--- src/sct_pkg.sv ---
// Purpose: shared constants, states and carriers of the card timing block
// Assumes: 25 MHz pclk, APB register access with 32-bit data
// Notes: all offsets are byte addresses of aligned words
package sct_pkg;

	// clock and derived cycle counts
	localparam int unsigned CLK_NS = 40;
	localparam int unsigned DEACT_STEP_NS = 1000;
	localparam int unsigned DEACT_STEP_CYC = (DEACT_STEP_NS + CLK_NS - 1) / CLK_NS;

	// card clock counts for reset and answer-to-reset windows
	localparam logic [15:0] WARM_RST_MIN_CLK = 16'h0190;
	localparam logic [15:0] ATR_MIN_CLK = 16'h0190;
	localparam logic [15:0] ATR_MAX_CLK = 16'h9C40;

	// register offsets
	localparam logic [7:0] OFS_GT_LOW = 8'h00;
	localparam logic [7:0] OFS_GT_HIGH = 8'h04;
	localparam logic [7:0] OFS_SETUP = 8'h08;
	localparam logic [7:0] OFS_CTRL = 8'h0C;
	localparam logic [7:0] OFS_CARD = 8'h10;
	localparam logic [7:0] OFS_WT0 = 8'h14;
	localparam logic [7:0] OFS_WT1 = 8'h18;
	localparam logic [7:0] OFS_WT2 = 8'h1C;
	localparam logic [7:0] OFS_WT3 = 8'h20;
	localparam logic [7:0] OFS_ETU_LOW = 8'h24;
	localparam logic [7:0] OFS_ETU_HIGH = 8'h28;
	localparam logic [7:0] OFS_STATUS = 8'h2C;

	// field positions
	localparam int unsigned SETUP_BGE = 0;
	localparam int unsigned CTRL_WAIT_TIMER_ENABLE = 0;
	localparam int unsigned CTRL_UART = 1;
	localparam int unsigned CARD_VCC = 0;
	localparam int unsigned CARD_CLK = 1;
	localparam int unsigned CARD_RST = 2;
	localparam int unsigned ST_LOCKED = 0;
	localparam int unsigned ST_PRESENT = 1;
	localparam int unsigned ST_DEACT = 2;
	localparam int unsigned ST_RST = 3;
	localparam int unsigned ST_TIMEOUT = 4;
	localparam int unsigned ST_ATR_LATE = 5;
	localparam int unsigned ST_ATR_EARLY = 6;

	// reset and start values
	localparam logic [8:0] GT_RST = 9'h000;
	localparam logic [8:0] GT_START = 9'h001;
	localparam logic [10:0] ETU_RST = 11'h174;
	localparam logic [31:0] WT_RST = 32'h0000_0000;

	// automatic deactivation steps, gray coded along the path
	typedef enum logic [2:0] {
		DA_IDLE = 3'b000,
		DA_RST = 3'b001,
		DA_CLK = 3'b011,
		DA_IO = 3'b010,
		DA_VCC = 3'b110
	} sct_deact_type;

	// events from the character shifter
	typedef struct packed {
		logic tx_start;
		logic rx_start;
		logic tx_active;
		logic tx_bit;
	} sct_shift_type;

	// signals toward the card contacts
	typedef struct packed {
		logic vcc_en;
		logic clk_en;
		logic rst;
		logic io_out;
		logic io_oe_n;
	} sct_pins_type;

endpackage

--- src/sct_core.sv ---
// Purpose: guard timing, waiting-time counter and card activation control
// Assumes: card clock arrives as a plain input and is sampled by pclk
// Notes: one pclk domain; etu ticks are one-cycle enables
`timescale 1ns/1ps

// How it works
// RULE_01: software loads guard times after reset
// RULE_02: keep 12 and 22 etu character spacing
// RULE_03: software reloads block guard on etu change
// RULE_04: 32-bit waiting counter, one step per etu
// RULE_05: expiry flags timeout and locks the interface
// RULE_06: mode bit selects manual or automatic loading
// RULE_07: manual enable edges start and stop counting
// RULE_08: byte 2 write captures full hold value
// RULE_09: software restarts after manual timeout
// RULE_10: software adds margin above two etus
// RULE_11: automatic mode reloads at each start bit
// RULE_12: no character within count plus one locks
// RULE_13: software stages block then character wait
// RULE_14: software programs t0 work waiting time
// RULE_15: card keeps character wait within limit
// RULE_16: card keeps block wait within limit
// RULE_17: supply only with card present
// RULE_18: cold reset order and answer window
// RULE_19: warm reset low over 400 clocks
// RULE_20: hardware deactivates on extraction or supply loss
// RULE_21: guard counter runs from one to target
// RULE_22: block guard shadow taken on enable rise
module sct_core
	import sct_pkg::*;
(
	// clock and reset
	input wire logic pclk,
	input wire logic presetn,
	// apb slave
	input wire logic psel,
	input wire logic penable,
	input wire logic pwrite,
	input wire logic [7:0] paddr,
	input wire logic [31:0] pwdata,
	output logic [31:0] prdata,
	output logic pready,
	output logic pslverr,
	// card side inputs
	input wire logic card_clk_in,
	input wire logic card_present,
	input wire logic supply_fail,
	input wire logic io_in,
	// character shifter
	input wire sct_pkg::sct_shift_type shift,
	output logic tx_permit,
	output logic rx_enable,
	output logic rx_io,
	output logic wt_timeout,
	// card contacts
	output sct_pkg::sct_pins_type card
);
	import sct_pkg::*;

	////////////////////////////////////////////////////////////////////////////////
	// input synchronisers
	logic [3:0] async_in;
	logic [3:0] s1_q;
	logic [3:0] s2_q;
	logic clk_prev_q;
	assign async_in = {io_in, supply_fail, card_present, card_clk_in};

	// two flops per pin input
	genvar gi;
	generate
		for (gi = 0; gi < 4; gi++)
		begin : g_sync
			always_ff @(posedge pclk or negedge presetn)
			begin
				if (!presetn)
				begin
					s1_q[gi] <= 1'b0;
					s2_q[gi] <= 1'b0;
				end
				else
				begin
					s1_q[gi] <= async_in[gi];
					s2_q[gi] <= s1_q[gi];
				end
			end
		end
	endgenerate

	logic present;
	logic power_lost;
	logic card_edge;
	assign present = s2_q[1];
	assign power_lost = s2_q[2];
	assign rx_io = s2_q[3];

	////////////////////////////////////////////////////////////////////////////////
	// apb register file
	logic [8:0] gt_q, gt_d;
	logic bge_q, bge_d;
	logic [1:0] ctrl_q, ctrl_d;
	logic [2:0] card_sw_q, card_sw_d;
	logic [31:0] wt_q, wt_d;
	logic [31:0] hold_q, hold_d;
	logic [10:0] etu_div_q, etu_div_d;
	logic [2:0] sticky_q, sticky_d;
	logic [2:0] sticky_set;
	logic [31:0] prdata_q, prdata_d;
	logic pready_q, pready_d;
	logic pslverr_q, pslverr_d;
	logic locked_q;
	logic [15:0] rst_low_q;
	logic [15:0] atr_cnt_q;
	sct_deact_type da_q;

	// true when the word address hits a register
	function automatic logic addr_hit(input logic [7:0] a);
		addr_hit = (a[1:0] == 2'b00) && (a <= OFS_STATUS);
	endfunction

	logic wr;
	assign wr = psel && penable && pready_q && pwrite;
	assign prdata = prdata_q;
	assign pready = pready_q;
	assign pslverr = pslverr_q;

	// next register values; one wait state, read data registered
	always_comb
	begin
		gt_d = gt_q;
		bge_d = bge_q;
		ctrl_d = ctrl_q;
		card_sw_d = card_sw_q;
		wt_d = wt_q;
		hold_d = hold_q;
		etu_div_d = etu_div_q;
		sticky_d = sticky_q | sticky_set;
		pready_d = psel && penable && !pready_q;
		pslverr_d = pready_d && !addr_hit(paddr);
		prdata_d = prdata_q;
		if (pready_d && !pwrite)
		begin
			unique case (paddr)
				OFS_GT_LOW: prdata_d = {24'h000000, gt_q[7:0]};
				OFS_GT_HIGH: prdata_d = {31'h00000000, gt_q[8]};
				OFS_SETUP: prdata_d = {31'h00000000, bge_q};
				OFS_CTRL: prdata_d = {30'h00000000, ctrl_q};
				OFS_CARD: prdata_d = {29'h00000000, card_sw_q};
				OFS_WT0: prdata_d = {24'h000000, wt_q[7:0]};
				OFS_WT1: prdata_d = {24'h000000, wt_q[15:8]};
				OFS_WT2: prdata_d = {24'h000000, wt_q[23:16]};
				OFS_WT3: prdata_d = {24'h000000, wt_q[31:24]};
				OFS_ETU_LOW: prdata_d = {24'h000000, etu_div_q[7:0]};
				OFS_ETU_HIGH: prdata_d = {29'h00000000, etu_div_q[10:8]};
				OFS_STATUS: prdata_d = {25'h0000000, sticky_q, card.rst,
					(da_q != DA_IDLE), present, locked_q};
				default: prdata_d = 32'h0000_0000;
			endcase
		end
		if (wr)
		begin
			unique case (paddr)
				OFS_GT_LOW: gt_d[7:0] = pwdata[7:0]; // see RULE_01
				OFS_GT_HIGH: gt_d[8] = pwdata[0];
				OFS_SETUP: bge_d = pwdata[SETUP_BGE];
				OFS_CTRL: ctrl_d = pwdata[1:0];
				OFS_CARD: card_sw_d = pwdata[2:0];
				OFS_WT0: wt_d[7:0] = pwdata[7:0];
				OFS_WT1: wt_d[15:8] = pwdata[7:0];
				OFS_WT2:
				begin
					wt_d[23:16] = pwdata[7:0];
					hold_d = {wt_q[31:24], pwdata[7:0], wt_q[15:0]}; // see RULE_08
				end
				OFS_WT3: wt_d[31:24] = pwdata[7:0];
				OFS_ETU_LOW: etu_div_d[7:0] = pwdata[7:0];
				OFS_ETU_HIGH: etu_div_d[10:8] = pwdata[2:0];
				OFS_STATUS: sticky_d = sticky_q & ~pwdata[6:4] | sticky_set;
				default: gt_d = gt_q;
			endcase
		end
	end

	// register storage
	always_ff @(posedge pclk or negedge presetn)
	begin
		if (!presetn)
		begin
			gt_q <= GT_RST;
			bge_q <= 1'b0;
			ctrl_q <= 2'b00;
			card_sw_q <= 3'b000;
			wt_q <= WT_RST;
			hold_q <= WT_RST;
			etu_div_q <= ETU_RST;
			sticky_q <= 3'b000;
			prdata_q <= 32'h0000_0000;
			pready_q <= 1'b0;
			pslverr_q <= 1'b0;
		end
		else
		begin
			gt_q <= gt_d;
			bge_q <= bge_d;
			ctrl_q <= ctrl_d;
			card_sw_q <= card_sw_d;
			wt_q <= wt_d;
			hold_q <= hold_d;
			etu_div_q <= etu_div_d;
			sticky_q <= sticky_d;
			prdata_q <= prdata_d;
			pready_q <= pready_d;
			pslverr_q <= pslverr_d;
		end
	end

	////////////////////////////////////////////////////////////////////////////////
	// etu tick and guard counters
	logic [10:0] etu_cnt_q, etu_cnt_d;
	logic etu_tick;
	logic [8:0] gcnt_q, gcnt_d;
	logic [8:0] bcnt_q, bcnt_d;
	logic [8:0] shadow_q, shadow_d;
	logic bge_prev_q;

	assign card_edge = s2_q[0] && !clk_prev_q && card.clk_en;
	assign etu_tick = card_edge && (etu_cnt_q + 11'h001 >= etu_div_q);

	// guard windows; the block guard is met again by each terminal start
	always_comb
	begin
		etu_cnt_d = etu_cnt_q;
		if (card_edge)
			etu_cnt_d = etu_tick ? 11'h000 : etu_cnt_q + 11'h001;
		gcnt_d = gcnt_q;
		if (shift.tx_start)
			gcnt_d = GT_START; // see RULE_21
		else if (etu_tick && gcnt_q < gt_q)
			gcnt_d = gcnt_q + 9'h001; // see RULE_21
		shadow_d = (bge_q && !bge_prev_q) ? gt_q : shadow_q; // see RULE_22
		bcnt_d = bcnt_q;
		if (shift.tx_start)
			bcnt_d = shadow_q;
		else if (shift.rx_start)
			bcnt_d = 9'h000;
		else if (etu_tick && bcnt_q < shadow_q)
			bcnt_d = bcnt_q + 9'h001;
	end

	// guard counter storage
	always_ff @(posedge pclk or negedge presetn)
	begin
		if (!presetn)
		begin
			clk_prev_q <= 1'b0;
			etu_cnt_q <= 11'h000;
			gcnt_q <= GT_RST;
			bcnt_q <= GT_RST;
			shadow_q <= GT_RST;
			bge_prev_q <= 1'b0;
		end
		else
		begin
			clk_prev_q <= s2_q[0];
			etu_cnt_q <= etu_cnt_d;
			gcnt_q <= gcnt_d;
			bcnt_q <= bcnt_d;
			shadow_q <= shadow_d;
			bge_prev_q <= bge_q;
		end
	end

	// transmit only after the guard window (and the block window when bge_q is set), while unlocked and powered
	assign tx_permit = (gcnt_q >= gt_q) && (!bge_q || bcnt_q >= shadow_q) // see RULE_02
		&& !locked_q && card.rst && (da_q == DA_IDLE);
	assign rx_enable = !locked_q && card.rst && (da_q == DA_IDLE); // see RULE_05

	////////////////////////////////////////////////////////////////////////////////
	// waiting-time counter
	logic [31:0] wcnt_q, wcnt_d;
	logic run_q, run_d;
	logic locked_d;
	logic wait_timer_enable_prev_q;
	logic to_d, to_q;
	logic wait_timer_enable;
	logic auto_mode;
	assign wait_timer_enable = ctrl_q[CTRL_WAIT_TIMER_ENABLE];
	assign auto_mode = ctrl_q[CTRL_UART] && wait_timer_enable; // see RULE_06
	assign wt_timeout = to_q;

	// load, count down and lock on expiry
	always_comb
	begin
		wcnt_d = wcnt_q;
		run_d = run_q;
		locked_d = locked_q;
		to_d = 1'b0;
		if (wait_timer_enable && !wait_timer_enable_prev_q)
		begin
			wcnt_d = hold_q; // see RULE_07
			run_d = 1'b1;
			locked_d = 1'b0;
		end
		else if (!wait_timer_enable && wait_timer_enable_prev_q)
			run_d = 1'b0; // see RULE_07
		else if (auto_mode && !locked_q && (shift.rx_start || shift.tx_start))
		begin
			wcnt_d = hold_q; // see RULE_11
			run_d = 1'b1;
		end
		else if (run_q && etu_tick)
		begin
			if (wcnt_q == 32'h0000_0000)
			begin
				run_d = 1'b0; // see RULE_12
				locked_d = 1'b1; // see RULE_05
				to_d = 1'b1;
			end
			else
				wcnt_d = wcnt_q - 32'h0000_0001; // see RULE_04
		end
	end

	// waiting-time storage
	always_ff @(posedge pclk or negedge presetn)
	begin
		if (!presetn)
		begin
			wcnt_q <= WT_RST;
			run_q <= 1'b0;
			locked_q <= 1'b0;
			wait_timer_enable_prev_q <= 1'b0;
			to_q <= 1'b0;
		end
		else
		begin
			wcnt_q <= wcnt_d;
			run_q <= run_d;
			locked_q <= locked_d;
			wait_timer_enable_prev_q <= wait_timer_enable;
			to_q <= to_d;
		end
	end

	////////////////////////////////////////////////////////////////////////////////
	// activation, reset timing and automatic deactivation
	sct_deact_type da_d;
	logic [4:0] step_q, step_d;
	sct_pins_type card_q, card_d;
	logic [15:0] rst_low_d, atr_cnt_d;
	logic warm_q, warm_d;
	logic atr_wait_q, atr_wait_d;
	logic idle;
	assign idle = (da_q == DA_IDLE);
	assign card = card_q;

	// pin levels, deactivation steps and clock window counters
	always_comb
	begin
		da_d = da_q;
		step_d = (step_q == 5'(DEACT_STEP_CYC - 1)) ? 5'h00 : step_q + 5'h01;
		unique case (da_q)
			DA_IDLE:
			begin
				step_d = 5'h00;
				if (card_q.vcc_en && (!present || power_lost))
					da_d = DA_RST; // see RULE_20
			end
			DA_RST: if (step_q == 5'(DEACT_STEP_CYC - 1)) da_d = DA_CLK;
			DA_CLK: if (step_q == 5'(DEACT_STEP_CYC - 1)) da_d = DA_IO;
			DA_IO: if (step_q == 5'(DEACT_STEP_CYC - 1)) da_d = DA_VCC;
			DA_VCC:
			begin
				step_d = 5'h00;
				if (!card_sw_q[CARD_VCC])
					da_d = DA_IDLE;
			end
			default: da_d = DA_VCC;
		endcase
		card_d.vcc_en = card_sw_q[CARD_VCC] && (idle ? (card_q.vcc_en || (present // see RULE_17
			&& !power_lost)) : (da_q != DA_VCC));
		// clock starts a cycle after supply and never outlives it
		card_d.clk_en = card_sw_q[CARD_CLK] && card_q.vcc_en && card_d.vcc_en
			&& (idle || da_q == DA_RST); // see RULE_18
		// reset rises only once the clock runs, so supply, clock, reset come in order
		card_d.rst = 1'b0; // see RULE_18
		if (idle && card_sw_q[CARD_RST])
			card_d.rst = card_q.clk_en && (card_q.rst || !warm_q // see RULE_18
				|| (rst_low_q > WARM_RST_MIN_CLK)); // see RULE_19
		// io stays receiving in the cycle in which reset falls
		card_d.io_out = idle && card_q.rst && card_d.rst && shift.tx_bit;
		card_d.io_oe_n = !((da_q == DA_IO) || (da_q == DA_VCC)
			|| (idle && card_q.rst && card_d.rst && shift.tx_active && !locked_q));
		rst_low_d = 16'h0000;
		if (!card_q.rst)
			rst_low_d = (card_edge && rst_low_q != 16'hFFFF) ? rst_low_q + 16'h0001 : rst_low_q;
		warm_d = card_q.vcc_en && (card_q.rst ? card_q.clk_en : warm_q);
		atr_wait_d = atr_wait_q && card_q.rst;
		atr_cnt_d = atr_cnt_q;
		sticky_set = 3'b000;
		sticky_set[0] = to_q;
		if (card_q.rst && !card_d.rst)
			atr_wait_d = 1'b0;
		else if (!card_q.rst && card_d.rst)
		begin
			atr_wait_d = 1'b1;
			atr_cnt_d = 16'h0000;
		end
		else if (atr_wait_q && shift.rx_start)
		begin
			atr_wait_d = 1'b0;
			sticky_set[2] = atr_cnt_q < ATR_MIN_CLK; // see RULE_18
		end
		else if (atr_wait_q && card_edge)
		begin
			atr_cnt_d = atr_cnt_q + 16'h0001;
			if (atr_cnt_d >= ATR_MAX_CLK)
			begin
				atr_wait_d = 1'b0;
				sticky_set[1] = 1'b1; // see RULE_18
			end
		end
	end

	// activation storage
	always_ff @(posedge pclk or negedge presetn)
	begin
		if (!presetn)
		begin
			da_q <= DA_IDLE;
			step_q <= 5'h00;
			card_q <= '{vcc_en: 1'b0, clk_en: 1'b0, rst: 1'b0, io_out: 1'b0, io_oe_n: 1'b1};
			rst_low_q <= 16'h0000;
			atr_cnt_q <= 16'h0000;
			warm_q <= 1'b0;
			atr_wait_q <= 1'b0;
		end
		else
		begin
			da_q <= da_d;
			step_q <= step_d;
			card_q <= card_d;
			rst_low_q <= rst_low_d;
			atr_cnt_q <= atr_cnt_d;
			warm_q <= warm_d;
			atr_wait_q <= atr_wait_d;
		end
	end

endmodule

--- config.mk ---
export PLATFORM = sky130hd
export DESIGN_NAME = sct_core
export DESIGN_NICKNAME = d
export VERILOG_FILES = /design/src/sct_pkg.sv /design/src/sct_core.sv
export SDC_FILE = /design/constraint.sdc
export NUM_CORES = 1
export LEC_CHECK = 0
export ABC_AREA = 1
export ABC_CLOCK_PERIOD_IN_PS = 2970
export BUFFER_PORTS_ARGS = -buffer_cell sky130_fd_sc_hd__buf_4
export CORE_UTILIZATION = 43
export CTS_BUF_LIST = sky130_fd_sc_hd__clkbuf_8
export CTS_CLUSTER_SIZE = 8
export DETAILED_ROUTE_END_ITERATION = 16
export PLACE_DENSITY = 0.71
export REMOVE_ABC_BUFFERS = 1
export SYNTH_ARGS = -nofsm -noshare
export SYNTH_HDL_FRONTEND = slang
export SYNTH_SLANG_ARGS = --single-unit
export TNS_END_PERCENT = 5
--- constraint.sdc ---
create_clock -name pclk -period 2.97 [get_ports pclk]
set_input_delay 0.4455 -clock pclk [delete_from_list [all_inputs] [get_ports pclk]]
set_output_delay 0.4455 -clock pclk [all_outputs]
set_load 0.05 [all_outputs]
==> parameters.txt <==
Parameter                              Value

Status
  Run status ... finished, violations left
  Violations in the final reports ... design-rule violations, negative setup slack

Critical path
  Worst Reg2Reg Path Length in Cells ... 18
  Critical path's largest stage delay ... 420 ps
  Worst Setup End Kind ... flip-flop
  Crit path cell chain ... inv_2, nor3_4, nand2_1, nor2_2, nand4_1, xor2_1, ha_1, nand2_2, nor2_2, and2_4, nand2_4, nand4_4, nand4_1, nand2_4, buf_12, nand2_8, nand2_4, nand2_2
  Most repeated library cell on the critical path ... sky130_fd_sc_hd__nand2_4
  Max Fanout on Critical Path ... 8
  Launching point of the worst reg2reg path ... etu_cnt_q[0]
  Crit path arrival time ... 3470 ps
  Critical setup path kind ... reg -> reg
  Critical Path Source ... etu_cnt_q[0]
  Required time at the endpoint of the critical path ... 3440 ps
  Standard cell with the maximum stage delay on the critical path ... sky130_fd_sc_hd__dfrtp_1
  Element type at the critical path start ... flip-flop

Layout
  Layout Nets ... 1891
  Post-Route Utilization ... 50.5%
  Diodes inserted ... 0
  P&R area growth vs syn ... 15.7%
  Fillcell total ... 2814
  Layout cell share with drive strength beyond 1 ... 13.8%

GRT
  First-pass GRT wire length ... 54.5 mm
  Global-route usage over all layers ... 22.1%
  Number of antenna violations at the first check in global routing ... 0
  Maximum number of pins on one net before global-route repair ... 74
  Vias in the first global route ... 11.0k
  Remaining global-route overflow ... 0

Floorplan
  Total core area ... 29600 um^2
  Initial Util ... 43.7%
  Area of the die ... 30700 um^2
  Count of standard-cell rows ... 63
  Top-Level Pins ... 96
  Die H ... 175 um
  Horiz. Die Dim ... 175 um

Clock network
  Inserted Clock Buffers ... 42
  Cell at the root of the clock tree ... sky130_fd_sc_hd__clkbuf_8
  CTS sink cnt ... 226
  Worst-Skew Late Latency ... 580 ps
  Maximum count of clock buffers along a single path ... 3
  TritonCTS clock tree ... yes
  Clock-pin transition on the worst setup and hold timing paths ... 60 ps
  H-tree depth ... 2

Yosys
  Number of warnings reported in the yosys synthesis log ... 0
  Dominant synthesized flop cell ... sky130_fd_sc_hd__dfrtp_1
  Post-synth cell types ... 53
  Count of flip-flops with a built-in enable after synthesis ... 0
  Cell types occupying the most area after synthesis ... sky130_fd_sc_hd__dfrtp_1 (43%), sky130_fd_sc_hd__nand2_1 (15%), sky130_fd_sc_hd__inv_1 (5.7%)
  Fraction of the yosys area taken by sequential cells ... 43.9%
  Share of synthesized registers carrying an async set or reset ... 100%
  Total of flip-flops plus latches after synthesis ... 226
  Fraction of synthesized cell area taken by the top area cell type ... 42.6%
  Mean instance size in the synthesized netlist ... 7.57 um^2
  Cells after Synth ... 1706
  Synth Cell Area ... 12900 um^2
  Post-synth top area cell ... sky130_fd_sc_hd__dfrtp_1

Power and ir drop
  Worst IR Drop VDD ... 0.000464 V
  Power density over the cells ... 473 nW/um^2
  Leakage component of the power ... 7.06 nW

Timing
  Worst relative slew slack ... 33.7%
  WHS ... 32.8 ps
  Number of pins with negative max-slew slack in the final report ... 0
  Total negative setup slack ... -157 ps
  Setup repair after global routing missed its margin ... true
  Transition time of the tightest slew-check pin ... 994 ps
  Min Tclk post-route ... 3000 ps
  Upper clock frequency limit ... 0.333 GHz
  PnR worst setup slack ... -30.3 ps
  Total setup violations reported at the end of the flow ... 9
  Final Hold Fails ... 0
  Maximum clock skew at final layout ... 58.1 ps
  Crit share post-route ... 101%

Placement
  Post-Place Setup Slack ... -124 ps
  Post-detailed-placement half-perimeter wirelength ... 23.7 mm
  Routability congestion estimate from global placement ... 0.934
  I/O Buffers ... 47

Detailed routing
  Average via count per standard cell ... 5.08
  Number of vias after detailed routing ... 11.3k
  Top sig layer ... met4
  Routed metal-1 wire length ... 14.9 mm
  Detailed-route wire length ... 33.1 mm
  Met3 layer wire length in the routed design ... 1.87 mm
  Antenna Nets Post-Route ... 0
  Post-detailed-route DRC marker count ... 4
  Met2 wire length ... 15.2 mm
  Iter 0 DRT Violations ... 892
  Wire length per cell after detailed routing ... 14.9 um
  First-pass iteration count of the detailed router ... 11

Hold path
  Worst hold path startpoint ... io_in
  Hold Path Class ... in -> reg
  Worst hold path cell count ... 1

Job
  Max-capacitance violation count ... 0
-- metrics by stage --
step	total power [mW]	cell area, um^2	cells
global route	7.39	14900	2221
finish	7.07	14900	2221
detailed placement	4.07	13600	2124
floorplan	3.80	12600	1666
CTS	7.15	14800	2216
global placement	4.05	13600	2124
-- repair_timing --
item / 4_1_cts / 5_1_grt
hold buffers: 4 / 0
cloned: 3 / 1
buffers inserted: 8 / 4
resized for setup: 32 / 31
pin swaps: 9 / 17
hold endpoints to repair: 72 / 0
endpoints found under the setup margin: 54 / 63
-- sequential cells by signal, indices dropped and copies added, names as in the netlist, 8 cells and up --
name       cells
atr_cnt_q     16
bcnt_q         9
etu_cnt_q     11
etu_div_q     11
gcnt_q         9
gt_q           9
hold_q        25
prdata         8
rst_low_q     16
shadow_q       9
wcnt_q        32
wt_q          31
-- path summary, 6_finish.rpt --
kind                                end  slack (ps)
setup / recovery             wcnt_q[14]         -30
hold / removal                  s1_q[3]          30
setup reg to reg             wcnt_q[14]         -30
hold reg to reg              power_lost         340
max in group asynchronous         rx_io        1750
min in group asynchronous  etu_cnt_q[3]         440
-- metal layers --
metal / vias up / track usage (%)
li1: 5616 / -
met2: 312 / 35.5
met5: - / 0
met1: 5271 / 29.1
met3: 74 / 4.85
met4: 0 / 8.59
-- where the power goes --
group	internal, mW	leakage [nW]	switching [mW]
combinational	0.235	3.57	0.520
sequential	3.18	2.99	0.0951
clock	1.67	0.511	1.37
total	5.09	7.06	1.98
-- worst max-delay path: cells and delay by family (launching register included) --
| kind | cells | cell delay [ps] |
|---|---|---|
| fa+ha+maj | 1 | 300 |
| flops | 1 | 420 |
| simple gates | 14 | 1800 |
| buf+inv | 2 | 230 |
| xor+xnor | 1 | 190 |
-- logic make-up after synthesis --
| family | count (synthesis) | synth area share (%) |
|---|---|---|
| multiplexers | 2 | 0.174 |
| AND/OR/NAND/NOR | 873 | 29.8 |
| other | 1 | 0.0290 |
| flip-flops | 226 | 43.9 |
| adder cells (fa/ha/maj) | 40 | 3.88 |
| AO/OA/AOI/OAI | 252 | 10.3 |
| buffers and inverters | 273 | 9.31 |
| XOR/XNOR | 39 | 2.65 |
-- cell usage after synthesis, types with 16 or more instances --
library cell                n
sky130_fd_sc_hd__nand2_1  506
sky130_fd_sc_hd__dfrtp_1  220
sky130_fd_sc_hd__inv_1    196
sky130_fd_sc_hd__nor2_1   145
sky130_fd_sc_hd__o21ai_0  126
sky130_fd_sc_hd__nand3_1  102
sky130_fd_sc_hd__o21ai_1   58
sky130_fd_sc_hd__ha_1      40
sky130_fd_sc_hd__a21oi_1   33
sky130_fd_sc_hd__nor3_1    31
sky130_fd_sc_hd__xor2_1    29
sky130_fd_sc_hd__buf_4     27
sky130_fd_sc_hd__buf_2     18
sky130_fd_sc_hd__o22ai_1   17
sky130_fd_sc_hd__nand4_1   16
-- area by class of cell --
cell class / instances / area (um^2) / area share (%)
flip-flops and latches: 226 / 5660 / 37.9
repair buffers: 86 / 752 / 5.03
multi-input cells: 1232 / 6380 / 42.7
clock inverters: 22 / 106 / 0.712
clock buffers: 55 / 757 / 5.07
well taps: 390 / 488 / 3.27
inverters: 210 / 788 / 5.28
-- cells in the final DEF, fill, tap and decap left out, drive strengths merged, types with 2 or more instances in the layout --
| master | n |
|---|---|
| nand2 | 526 |
| inv | 227 |
| dfrtp | 220 |
| o21ai | 185 |
| nor2 | 161 |
| nand3 | 102 |
| buf | 82 |
| clkbuf | 55 |
| ha | 40 |
| nor3 | 38 |
| a21oi | 33 |
| xor2 | 29 |
| conb | 24 |
| o22ai | 17 |
| nand4 | 17 |
| nand3b | 12 |
| xnor2 | 10 |
| or2 | 9 |
| dfstp | 6 |
| nor4 | 5 |
| clkinv | 5 |
| o21a | 4 |
| dlygate4sd3 | 4 |
| o31ai | 3 |
| nor3b | 3 |
| mux2 | 2 |
| a31oi | 2 |
| o211ai | 2 |
| and2 | 2 |
Note: power is estimated with default switching activity, not from simulation.
